===== config.mk =====
export PLATFORM = sky130hd
export DESIGN_NAME = flbp_host
export DESIGN_NICKNAME = d
export VERILOG_FILES = /design/src/hdl/flbp_pkg.sv /design/src/hdl/flbp_host.sv /design/src/hdl/flbp_sr_decode.sv /design/src/hdl/flbp_bus_cycle.sv
export SDC_FILE = /design/constraint.sdc
export NUM_CORES = 1
export LEC_CHECK = 0
export ABC_AREA = 1
export BUFFER_PORTS_ARGS = -buffer_cell sky130_fd_sc_hd__buf_2
export CAP_MARGIN = 20
export CORE_ASPECT_RATIO = 1.25
export CORE_MARGIN = 1.5
export CORE_UTILIZATION = 60
export CTS_CLUSTER_SIZE = 16
export DETAILED_ROUTE_END_ITERATION = 16
export GPL_ROUTABILITY_DRIVEN = 0
export PLACE_DENSITY_LB_ADDON = 0.08
export SLEW_MARGIN = 20
export SYNTH_ARGS = -nofsm -noshare
export SYNTH_HDL_FRONTEND = slang
export SYNTH_SLANG_ARGS = --single-unit
export TNS_END_PERCENT = 20

===== constraint.sdc =====
create_clock -name sys_clk_i -period 4.7 [get_ports sys_clk_i]
set_clock_uncertainty 0.05 [all_clocks]
set_input_delay 0.705 -clock sys_clk_i [delete_from_list [all_inputs] [get_ports sys_clk_i]]
set_output_delay 0.705 -clock sys_clk_i [all_outputs]
set_load 0.005 [all_outputs]

===== src/hdl/flbp_pkg.sv =====
// How it works
// - set lock-bit takes setup then confirm write
// - poll ready, check error, clear status
// - aborted clear leaves bits unknown, repeat
// - otp program is code then address data
// - read status code enters status-read mode
package flbp_pkg;
    // clock and bus-cycle timing
    localparam int CLK_PERIOD_NS   = 100;
    localparam int WE_PULSE_NS     = 100;
    localparam int RD_ACCESS_NS    = 200;
    localparam int BUSY_TIMEOUT_US = 20000;
    // least times round up, the longest wait rounds down
    localparam int WE_PULSE_CYC     = (WE_PULSE_NS + CLK_PERIOD_NS - 1) / CLK_PERIOD_NS;
    localparam int RD_ACCESS_CYC    = (RD_ACCESS_NS + CLK_PERIOD_NS - 1) / CLK_PERIOD_NS;
    localparam int BUSY_TIMEOUT_CYC = (BUSY_TIMEOUT_US * 1000) / CLK_PERIOD_NS;

    // command codes printed for this part
    localparam logic [7:0] CMD_OTP_PROGRAM = 8'hc0;
    localparam logic [7:0] CMD_READ_STATUS = 8'h70;

    // status byte of the device
    localparam int SR_READY_POS       = 7;
    localparam int SR_ERASE_CLEAR_POS = 5;
    localparam int SR_WRITE_SET_POS   = 4;
    localparam int SR_SUPPLY_LOW_POS  = 3;
    localparam int SR_PROTECT_POS     = 1;

    // controller register map, word index
    localparam logic [3:0] REG_CTRL   = 4'h0;
    localparam logic [3:0] REG_ADDR   = 4'h1;
    localparam logic [3:0] REG_DATA   = 4'h2;
    localparam logic [3:0] REG_STATUS = 4'h3;
    localparam logic [3:0] REG_PINS   = 4'h4;

    // field positions
    localparam int CTRL_OP_LSB     = 0;
    localparam int CTRL_GO_POS     = 8;
    localparam int PINS_RESET_POS  = 0;
    localparam int PINS_PROT_POS   = 1;
    localparam int ST_BUSY_POS     = 0;
    localparam int ST_DONE_POS     = 1;
    localparam int ST_TIMEOUT_POS  = 2;
    localparam int ST_UNKNOWN_POS  = 3;
    localparam int ST_SEQ_POS      = 4;
    localparam int ST_SUPPLY_POS   = 5;
    localparam int ST_PROT_POS     = 6;
    localparam int ST_WS_POS       = 7;
    localparam int ST_EC_POS       = 8;
    localparam int ST_SR_LSB       = 16;

    // reset values of the pin control bits
    localparam logic PINS_RESET_VAL = 1'b1;
    localparam logic PINS_PROT_VAL  = 1'b0;

    // operations that software can order
    typedef enum logic [2:0] {
        OP_SET_BLOCK   = 3'b000,
        OP_SET_PERM    = 3'b001,
        OP_CLEAR_LOCKS = 3'b010,
        OP_OTP_PROGRAM = 3'b011,
        OP_READ_STATUS = 3'b100,
        OP_CLEAR_STAT  = 3'b101
    } flbp_op_type;
endpackage


===== src/hdl/flbp_host.sv =====
// The register offsets and strobed register access are this design's own decisions.
`timescale 1ns/1ps
module flbp_host #(
    parameter int         ADDR_W           = 20,
    parameter int         DATA_W           = 16,
    parameter int         BUSY_TIMEOUT_CYC = flbp_pkg::BUSY_TIMEOUT_CYC,
    parameter logic [7:0] CMD_LOCK_SETUP   = 8'h01,
    parameter logic [7:0] CMD_BLOCK_CONF   = 8'h02,
    parameter logic [7:0] CMD_PERM_CONF    = 8'h03,
    parameter logic [7:0] CMD_CLEAR_CONF   = 8'h04,
    parameter logic [7:0] CMD_CLEAR_STATUS = 8'h05
) (
    input  wire logic              sys_clk_i,
    input  wire logic              rst_b_i,
    input  wire logic              ce_i,
    input  wire logic [3:0]        reg_addr_i,
    input  wire logic [31:0]       reg_wdata_i,
    input  wire logic              reg_we_i,
    input  wire logic              reg_re_i,
    output logic [31:0]            reg_rdata_o,
    output logic [ADDR_W-1:0]      flash_addr_o,
    output logic [DATA_W-1:0]      flash_dq_o,
    output logic                   flash_dq_oe_o,
    input  wire logic [DATA_W-1:0] flash_dq_i,
    output logic                   flash_ce_b_o,
    output logic                   flash_we_b_o,
    output logic                   flash_oe_b_o,
    output logic                   reset_powerdown_n_o,
    output logic                   write_protect_b_o,
    input  wire logic              ready_busy_out_i
);
    import flbp_pkg::*;

    if (ADDR_W < 1 || ADDR_W > 32 || DATA_W < 8 || DATA_W > 32 || BUSY_TIMEOUT_CYC < 2)
    begin : g_bad_param
        $error("unsupported width or timeout");
    end

    typedef enum logic [2:0] {
        S_IDLE = 3'b000,
        S_W1   = 3'b001,
        S_W2   = 3'b010,
        S_WAIT = 3'b011,
        S_READ = 3'b100,
        S_CLR  = 3'b101,
        S_FIN  = 3'b110
    } flbp_main_st_type;

    typedef struct packed {
        flbp_main_st_type  st;
        flbp_op_type       op;
        logic [ADDR_W-1:0] addr;
        logic [DATA_W-1:0] data;
        logic [7:0]        sr;
        logic              done;
        logic              timeout;
        logic              unknown;
        logic [4:0]        err;
        logic              rp;
        logic              prot;
        logic [31:0]       tmo;
        logic              cyc_start;
        logic              cyc_write;
        logic [ADDR_W-1:0] cyc_addr;
        logic [DATA_W-1:0] cyc_data;
        logic [31:0]       rdata;
    } flbp_main_state_type;

    flbp_main_state_type s;
    flbp_main_state_type next_s;

    logic              cyc_done;
    logic [DATA_W-1:0] cyc_rdata;
    logic              sr_ready;
    logic              sr_seq;
    logic              sr_supply;
    logic              sr_prot;
    logic              sr_ws;
    logic              sr_ec;
    logic              sr_any;
    logic              go;
    logic              abort;

    flbp_bus_cycle #(
        .ADDR_W (ADDR_W),
        .DATA_W (DATA_W)
    ) u_cycle (
        .sys_clk_i     (sys_clk_i),
        .rst_b_i       (rst_b_i),
        .ce_i          (ce_i),
        .start_i       (s.cyc_start),
        .write_i       (s.cyc_write),
        .addr_i        (s.cyc_addr),
        .data_i        (s.cyc_data),
        .done_o        (cyc_done),
        .rdata_o       (cyc_rdata),
        .flash_addr_o  (flash_addr_o),
        .flash_dq_o    (flash_dq_o),
        .flash_dq_oe_o (flash_dq_oe_o),
        .flash_dq_i    (flash_dq_i),
        .flash_ce_b_o  (flash_ce_b_o),
        .flash_we_b_o  (flash_we_b_o),
        .flash_oe_b_o  (flash_oe_b_o)
    );

    flbp_sr_decode u_decode (
        .sr_i              (cyc_rdata[7:0]),
        .ready_o           (sr_ready),
        .seq_err_o         (sr_seq),
        .supply_low_o      (sr_supply),
        .protect_o         (sr_prot),
        .write_set_err_o   (sr_ws),
        .erase_clear_err_o (sr_ec),
        .any_err_o         (sr_any)
    );

    // start and abort conditions
    assign go    = reg_we_i & (reg_addr_i == REG_CTRL) & reg_wdata_i[CTRL_GO_POS]
                 & (s.st == S_IDLE);
    assign abort = ~s.rp & (s.st == S_WAIT);

    // order engine, register port and pin controls
    always_comb begin
        next_s           = s;
        next_s.cyc_start = 1'b0;
        next_s.rdata     = 32'h0;
        // address and data writes are refused while an order runs
        if (reg_we_i && s.st == S_IDLE) begin
            if (reg_addr_i == REG_ADDR) begin
                next_s.addr = reg_wdata_i[ADDR_W-1:0];
            end
            if (reg_addr_i == REG_DATA) begin
                next_s.data = reg_wdata_i[DATA_W-1:0];
            end
        end
        // pin bits stay writable so a hung clear can be reset
        if (reg_we_i && reg_addr_i == REG_PINS) begin
            next_s.rp   = reg_wdata_i[PINS_RESET_POS];
            next_s.prot = reg_wdata_i[PINS_PROT_POS];
        end
        unique case (s.st)
            S_IDLE: begin
                if (go) begin
                    next_s.op        = flbp_op_type'(reg_wdata_i[CTRL_OP_LSB +: 3]);
                    next_s.done      = 1'b0;
                    next_s.timeout   = 1'b0;
                    next_s.err       = 5'h0;
                    next_s.st        = S_W1;
                    next_s.cyc_start = 1'b1;
                    next_s.cyc_write = 1'b1;
                    next_s.cyc_addr  = s.addr;
                    unique case (flbp_op_type'(reg_wdata_i[CTRL_OP_LSB +: 3]))
                        OP_OTP_PROGRAM: next_s.cyc_data = DATA_W'(CMD_OTP_PROGRAM);
                        OP_READ_STATUS: next_s.cyc_data = DATA_W'(CMD_READ_STATUS);
                        OP_CLEAR_STAT:  next_s.cyc_data = DATA_W'(CMD_CLEAR_STATUS);
                        default:        next_s.cyc_data = DATA_W'(CMD_LOCK_SETUP);
                    endcase
                end
            end
            S_W1: begin
                if (cyc_done) begin
                    if (s.op == OP_READ_STATUS) begin
                        next_s.st        = S_READ;
                        next_s.cyc_start = 1'b1;
                        next_s.cyc_write = 1'b0;
                    end else if (s.op == OP_CLEAR_STAT) begin
                        next_s.st = S_FIN;
                    end else begin
                        next_s.st        = S_W2;
                        next_s.cyc_start = 1'b1;
                        next_s.cyc_write = 1'b1;
                        next_s.cyc_addr  = s.addr;
                        unique case (s.op)
                            OP_SET_BLOCK:   next_s.cyc_data = DATA_W'(CMD_BLOCK_CONF);
                            OP_SET_PERM:    next_s.cyc_data = DATA_W'(CMD_PERM_CONF);
                            OP_CLEAR_LOCKS: next_s.cyc_data = DATA_W'(CMD_CLEAR_CONF);
                            default:        next_s.cyc_data = s.data;
                        endcase
                    end
                end
            end
            S_W2: begin
                if (cyc_done) begin
                    next_s.st  = S_WAIT;
                    next_s.tmo = 32'h0;
                end
            end
            S_WAIT: begin
                if (abort) begin
                    next_s.st = S_FIN;
                end else if (ready_busy_out_i) begin
                    next_s.st        = S_READ;
                    next_s.cyc_start = 1'b1;
                    next_s.cyc_write = 1'b0;
                end else if (s.tmo == 32'(BUSY_TIMEOUT_CYC - 1)) begin
                    next_s.timeout = 1'b1;
                    next_s.st      = S_FIN;
                end else begin
                    next_s.tmo = s.tmo + 32'h1;
                end
            end
            S_READ: begin
                if (cyc_done) begin
                    next_s.sr  = cyc_rdata[7:0];
                    next_s.err = {sr_ec, sr_ws, sr_prot, sr_supply, sr_seq};
                    if (!sr_ready && s.op != OP_READ_STATUS) begin
                        // ready bit disagrees with the pin, read again
                        next_s.cyc_start = 1'b1;
                        next_s.cyc_write = 1'b0;
                    end else if (sr_any && s.op != OP_READ_STATUS) begin
                        next_s.st        = S_CLR;
                        next_s.cyc_start = 1'b1;
                        next_s.cyc_write = 1'b1;
                        next_s.cyc_data  = DATA_W'(CMD_CLEAR_STATUS);
                    end else begin
                        next_s.st = S_FIN;
                    end
                end
            end
            S_CLR: begin
                if (cyc_done) begin
                    next_s.st = S_FIN;
                end
            end
            S_FIN: begin
                next_s.done = 1'b1;
                next_s.st   = S_IDLE;
            end
            default: begin
                next_s.st = S_IDLE;
            end
        endcase
        if (s.st == S_READ && cyc_done && sr_ready && !sr_any && s.op == OP_CLEAR_LOCKS) begin
            next_s.unknown = 1'b0;
        end
        if (abort && s.op == OP_CLEAR_LOCKS) begin
            next_s.unknown = 1'b1;
        end
        // read data stands only in the cycle after the strobe
        if (reg_re_i) begin
            unique case (reg_addr_i)
                REG_CTRL:   next_s.rdata = {29'h0, s.op};
                REG_ADDR:   next_s.rdata = 32'(s.addr);
                REG_DATA:   next_s.rdata = 32'(s.data);
                REG_STATUS: next_s.rdata = {8'h0, s.sr, 7'h0, s.err, s.unknown, s.timeout,
                                            s.done, (s.st != S_IDLE)};
                REG_PINS:   next_s.rdata = {30'h0, s.prot, s.rp};
                default:    next_s.rdata = 32'h0;
            endcase
        end
    end

    always_ff @(posedge sys_clk_i or negedge rst_b_i) begin
        if (!rst_b_i) begin
            s      <= '0;
            s.rp   <= PINS_RESET_VAL;
            s.prot <= PINS_PROT_VAL;
        end else if (ce_i) begin
            s <= next_s;
        end
    end

    // pins and read port
    assign reg_rdata_o         = s.rdata;
    assign reset_powerdown_n_o = s.rp;
    assign write_protect_b_o   = s.prot;
endmodule


===== src/hdl/flbp_sr_decode.sv =====
`timescale 1ns/1ps
module flbp_sr_decode (
    input  wire logic [7:0] sr_i,
    output logic            ready_o,
    output logic            seq_err_o,
    output logic            supply_low_o,
    output logic            protect_o,
    output logic            write_set_err_o,
    output logic            erase_clear_err_o,
    output logic            any_err_o
);
    import flbp_pkg::*;

    // both error bits together mean a malformed sequence
    always_comb begin
        ready_o           = sr_i[SR_READY_POS];
        seq_err_o         = sr_i[SR_WRITE_SET_POS] & sr_i[SR_ERASE_CLEAR_POS];
        supply_low_o      = sr_i[SR_SUPPLY_LOW_POS];
        protect_o         = sr_i[SR_PROTECT_POS];
        write_set_err_o   = sr_i[SR_WRITE_SET_POS] & ~sr_i[SR_ERASE_CLEAR_POS];
        erase_clear_err_o = sr_i[SR_ERASE_CLEAR_POS] & ~sr_i[SR_WRITE_SET_POS];
        // bits 6, 2 and 0 are suspend and spare, masked out
        any_err_o         = sr_i[SR_WRITE_SET_POS] | sr_i[SR_ERASE_CLEAR_POS]
                          | sr_i[SR_SUPPLY_LOW_POS] | sr_i[SR_PROTECT_POS];
    end
endmodule


===== src/hdl/flbp_bus_cycle.sv =====
`timescale 1ns/1ps
module flbp_bus_cycle #(
    parameter int ADDR_W = 20,
    parameter int DATA_W = 16
) (
    input  wire logic              sys_clk_i,
    input  wire logic              rst_b_i,
    input  wire logic              ce_i,
    input  wire logic              start_i,
    input  wire logic              write_i,
    input  wire logic [ADDR_W-1:0] addr_i,
    input  wire logic [DATA_W-1:0] data_i,
    output logic                   done_o,
    output logic [DATA_W-1:0]      rdata_o,
    output logic [ADDR_W-1:0]      flash_addr_o,
    output logic [DATA_W-1:0]      flash_dq_o,
    output logic                   flash_dq_oe_o,
    input  wire logic [DATA_W-1:0] flash_dq_i,
    output logic                   flash_ce_b_o,
    output logic                   flash_we_b_o,
    output logic                   flash_oe_b_o
);
    import flbp_pkg::*;

    localparam logic [3:0] WE_LEN = 4'(WE_PULSE_CYC - 1);
    localparam logic [3:0] RD_LEN = 4'(RD_ACCESS_CYC - 1);

    if (WE_PULSE_CYC < 1 || WE_PULSE_CYC > 16 || RD_ACCESS_CYC < 1 || RD_ACCESS_CYC > 16)
    begin : g_bad_timing
        $error("bus cycle lengths must be 1 to 16 clocks");
    end

    typedef enum logic [1:0] {
        PH_IDLE  = 2'b00,
        PH_SETUP = 2'b01,
        PH_PULSE = 2'b10,
        PH_HOLD  = 2'b11
    } flbp_phase_type;

    typedef struct packed {
        flbp_phase_type    ph;
        logic              write;
        logic [3:0]        cnt;
        logic [ADDR_W-1:0] addr;
        logic [DATA_W-1:0] data;
        logic [DATA_W-1:0] rdata;
        logic              done;
    } flbp_cycle_state_type;

    flbp_cycle_state_type s;
    flbp_cycle_state_type next_s;

    // one strobe per cycle; a start while busy is dropped
    always_comb begin
        next_s      = s;
        next_s.done = 1'b0;
        unique case (s.ph)
            PH_IDLE: begin
                if (start_i) begin
                    next_s.ph    = PH_SETUP;
                    next_s.write = write_i;
                    next_s.addr  = addr_i;
                    next_s.data  = data_i;
                end
            end
            PH_SETUP: begin
                next_s.ph  = PH_PULSE;
                next_s.cnt = s.write ? WE_LEN : RD_LEN;
            end
            PH_PULSE: begin
                if (s.cnt != 4'h0) begin
                    next_s.cnt = s.cnt - 4'h1;
                end else if (s.write) begin
                    next_s.ph = PH_HOLD;
                end else begin
                    next_s.rdata = flash_dq_i;
                    next_s.done  = 1'b1;
                    next_s.ph    = PH_IDLE;
                end
            end
            PH_HOLD: begin
                next_s.done = 1'b1;
                next_s.ph   = PH_IDLE;
            end
        endcase
    end

    always_ff @(posedge sys_clk_i or negedge rst_b_i) begin
        if (!rst_b_i) begin
            s <= '0;
        end else if (ce_i) begin
            s <= next_s;
        end
    end

    // strobes decode from phase, address and data from flops
    assign done_o        = s.done;
    assign rdata_o       = s.rdata;
    assign flash_addr_o  = s.addr;
    assign flash_dq_o    = s.data;
    assign flash_dq_oe_o = s.write & (s.ph != PH_IDLE);
    assign flash_ce_b_o  = (s.ph == PH_IDLE);
    assign flash_we_b_o  = ~(s.write & (s.ph == PH_PULSE));
    assign flash_oe_b_o  = ~(~s.write & (s.ph == PH_PULSE));
endmodule


==> impl_results.rst <==
.. list-table::
   :header-rows: 1

   * - Metric
     - Value
   * - Global-route track usage on met2
     - 49.0%
   * - Maximum resistive drop on vdd
     - 0.365 mV
   * - Hold/Removal Path Class
     - input port to asynchronous set/reset pin
   * - Data required, critical path
     - 5.00 ns
   * - Buffers on Ports
     - 103
   * - Met3 Track Usage GR
     - 2.75%
   * - CTS H-tree lvls
     - 1
   * - Gates resized, CTS repair
     - 0
   * - Average wire per cell in the routed design
     - 15.5 microns
   * - Total wirelength of the detailed-routed design
     - 25.0 mm
   * - Shortest period the worst path allows
     - 2.84 ns
   * - Power density cells
     - 397 mW/mm^2
   * - Arrival @ worst endpoint
     - 3.14 ns
   * - Final Hold Viols
     - 0
   * - Number of setup buffers added after CTS
     - 0
   * - Num ports
     - 132
   * - Setup CP Type
     - flip-flop to flip-flop
   * - EDFF count, synth
     - 0
   * - Maximum Capacitance Violations
     - 0
   * - Total via count after detailed routing
     - 8,673
   * - Kind of end point of the critical path
     - flip-flop
   * - Global routing usage on met1
     - 34.4%
   * - Half-perimeter wire length after placement
     - 18.1 mm
   * - Number of design-rule violations left by the first detailed-router iteration
     - 773
   * - Post-DR vias/cell
     - 5.40
   * - Leading cell type in the layout, fill and taps excluded
     - sky130_fd_sc_hd__nand2_1
   * - Summed instance area of the synthesized netlist
     - 0.0105 sq mm
   * - Mean post-synth cell area
     - 7.80 sq um
   * - Primary flip-flop cell chosen by synthesis mapping
     - sky130_fd_sc_hd__dfrtp_1
   * - Leakage component of the power
     - 5.61 nW
   * - Cell chosen for the clock root
     - sky130_fd_sc_hd__clkbuf_16
   * - Number of search-and-repair iterations in the first detailed-routing pass
     - 5
   * - Height of the chip
     - 151 microns
   * - Crit share post-route
     - 60.4%
   * - Count of nets left with antenna violations after detail routing
     - 0
   * - Post-Synthesis Cells
     - 1,346
   * - Area delta synth->final
     - 8.41%
   * - Worst-skew pair later-pin latency
     - 0.50 ns
   * - Final count of negative-setup-slack endpoints
     - 0
   * - Netlist cell types
     - 43
   * - Aggregate global routing overflow
     - 0
   * - Critical Path Source Type
     - flip-flop
   * - Rel. slew slack
     - 33.1%
   * - CTS tree
     - built
   * - Number of antenna violations at the first check in global routing
     - 0
   * - All-Layer GR Usage
     - 27.7%
   * - Outcome
     - completed
   * - Cts hold-fix bufs
     - 0
   * - Setup total negative slack
     - 0 ns
   * - Top library cells by usage in the layout, fill and taps aside
     - 383 x sky130_fd_sc_hd__nand2_1, 205 x sky130_fd_sc_hd__dfrtp_1, 167 x sky130_fd_sc_hd__o21ai_0
   * - Post-route total power
     - 4.51 mW
   * - Largest fanout on the critical path
     - 27
   * - Actual slew at the worst max-slew pin
     - 1.00 ns
   * - Global-route wire length before repair
     - 40.0 mm
   * - Warnings, synthesis
     - 0
   * - Number of remaining DRC errors
     - 0
   * - Non-Filler Cell Area, Final
     - 0.0114 sq mm
   * - Flip-flop and latch count after synthesis
     - 206
   * - Worst-case clock buffer depth
     - 3
   * - Number of pins with negative max-slew slack in the final report
     - 0
   * - DP Area
     - 0.0106 sq mm
   * - Share of layout cells above drive strength 1
     - 13.1%
   * - N_diodes
     - 0
   * - Highest-utilization routing layer at the global route stage
     - met2
   * - Std cell rows
     - 53
   * - Clock Pin Slew Worst Setup and Hold Paths
     - 0.06 ns
   * - Initial standard-cell utilization of the core
     - 61.9%
   * - Highest achievable clock rate
     - 352 MHz
   * - Unrepaired setup endpoints after global routing
     - false
   * - Number of global-route vias before repair
     - 8,021
   * - Core area
     - 0.0170 sq mm
   * - Final Core Density
     - 67.1%
   * - Leading area contributor after synthesis
     - sky130_fd_sc_hd__dfrtp_1
   * - Fraction of synthesized cell area taken by the top area cell type
     - 48.9%
   * - Overall die area
     - 0.0183 sq mm
   * - TritonCTS Buffers
     - 21
   * - Layout net count
     - 1,432
   * - Num Clock Sinks
     - 206
   * - Proportion of synthesized chip area in sequential cells
     - 49.1%
   * - Largest net degree at the start of global routing
     - 108
   * - Top post-synthesis cells by area
     - sky130_fd_sc_hd__dfrtp_1 49%, sky130_fd_sc_hd__nand2_1 14%, sky130_fd_sc_hd__o21ai_0 8.0%, sky130_fd_sc_hd__inv_1 5.3%, sky130_fd_sc_hd__buf_4 5.1%
   * - Fraction of registers with async set/reset
     - 100%
   * - Die W
     - 121 microns
-- flip-flops by register name (all words and copies together) (netlist names) --
register and flops:
u_cycle.flash_dq_o 16, u_cycle.rdata_o 8, write_protect_b_o 1, reg_rdata_o 24, reset_powerdown_n_o 1, s 128
u_cycle.s 7, u_cycle.flash_addr_o 20, u_cycle.done_o 1
-- per-stage QoR --
| stage | setup slack, ns | hold WS, ns | instances |
|---|---|---|---|
| floorplan | 2.75 | 0.359 | 1353 |
| global placement | 1.83 | 0.409 | 1569 |
| detailed placement | 1.75 | 0.411 | 1569 |
| CTS | 1.87 | 0.307 | 1607 |
| global route | 1.63 | 0.340 | 1607 |
| finish | 1.86 | 0.275 | 1607 |
-- cell type report --
cell class / instances / area [sq um]
clock inverter: 8 / 129
inverter: 152 / 571
sequential: 206 / 5160
timing repair buffer: 111 / 584
fill: 1486 / 5590
clock buffer: 30 / 609
tap: 220 / 275
multi-input combinational: 880 / 4060
-- worst max-delay path, stage by stage (launching register included) --
cell and delay, ns:
sky130_fd_sc_hd__dfrtp_1 0.52, sky130_fd_sc_hd__ha_1 0.30, sky130_fd_sc_hd__nand2_1 0.14, sky130_fd_sc_hd__nor2_4 0.25, sky130_fd_sc_hd__nand2_4 0.10, sky130_fd_sc_hd__nor2_2 0.10, sky130_fd_sc_hd__nand3_2 0.15, sky130_fd_sc_hd__o21ai_4 0.55
sky130_fd_sc_hd__buf_4 0.38, sky130_fd_sc_hd__o21ai_0 0.13
-- power breakdown --
| group | internal, mW | total (mW) | leakage, nW | switching, mW |
|---|---|---|---|---|
| Combinational | 0.218 | 0.570 | 2.59 | 0.352 |
| Sequential | 2.02 | 2.19 | 2.67 | 0.161 |
| Clock | 1.07 | 1.76 | 0.359 | 0.687 |
| Total | 3.32 | 4.51 | 5.61 | 1.20 |
-- routing by layer --
layer	share of wire, %	up-vias	wire, microns
met5	0	-	0
met4	4.8	0	1190
met3	4.5	76	1120
met2	51	278	12700
met1	40	4039	9940
li1	-	4280	-
-- path summary, 6_finish.rpt --
check	from	endpoint	slack (ns)	cells past startpoint
worst max-delay path	s[70]	s[86]	1.86	9
worst min-delay path	rst_b_i	s[89]	0.28	1
worst max register to register	s[70]	s[86]	1.86	9
worst min register to register	u_cycle.flash_dq_o[13]	u_cycle.flash_dq_o[13]	0.42	2
max in group asynchronous	rst_b_i	u_cycle.flash_addr_o[7]	3.32	2
min in group sys_clk_i	reg_wdata_i[16]	s[152]	0.37	2
-- cells by family (layout without fill, tap and decap cells) --
logic type / Yosys count / count (layout) / synth area share (%)
xor gates and xnor gates: 5 / 5 / 0.417
adders and majority gates: 2 / 2 / 0.238
buffers and inverters: 267 / 301 / 12.7
other: 1 / 8 / 0.0357
and+or+nand+nor: 635 / 635 / 25.0
AOI/OAI and AO/OA: 223 / 223 / 11.8
muxes: 7 / 7 / 0.739
DFF: 206 / 206 / 49.1
-- synth_stat cells, types with 2 or more instances --
library cell and count:
sky130_fd_sc_hd__o21ai_0 167, sky130_fd_sc_hd__o211ai_1 10, sky130_fd_sc_hd__mux2_2 6, sky130_fd_sc_hd__o21ai_2 3, sky130_fd_sc_hd__nand3_1 73, sky130_fd_sc_hd__buf_2 9
sky130_fd_sc_hd__or2_2 3, sky130_fd_sc_hd__o21ai_1 10, sky130_fd_sc_hd__dfrtp_1 205, sky130_fd_sc_hd__nor2_2 9, sky130_fd_sc_hd__a32o_1 4, sky130_fd_sc_hd__a21oi_1 12
sky130_fd_sc_hd__ha_1 2, sky130_fd_sc_hd__nand4_1 28, sky130_fd_sc_hd__inv_1 147, sky130_fd_sc_hd__a32oi_1 2, sky130_fd_sc_hd__o221ai_1 2, sky130_fd_sc_hd__buf_6 6
sky130_fd_sc_hd__inv_2 4, sky130_fd_sc_hd__nor3_1 7, sky130_fd_sc_hd__xor2_1 5, sky130_fd_sc_hd__nor2_1 124, sky130_fd_sc_hd__a22o_1 7, sky130_fd_sc_hd__clkbuf_1 27
sky130_fd_sc_hd__o21bai_1 2, sky130_fd_sc_hd__nand2_1 383, sky130_fd_sc_hd__nor2_4 2, sky130_fd_sc_hd__buf_4 72
No activity file was read; power rests on OpenSTA's default activity.
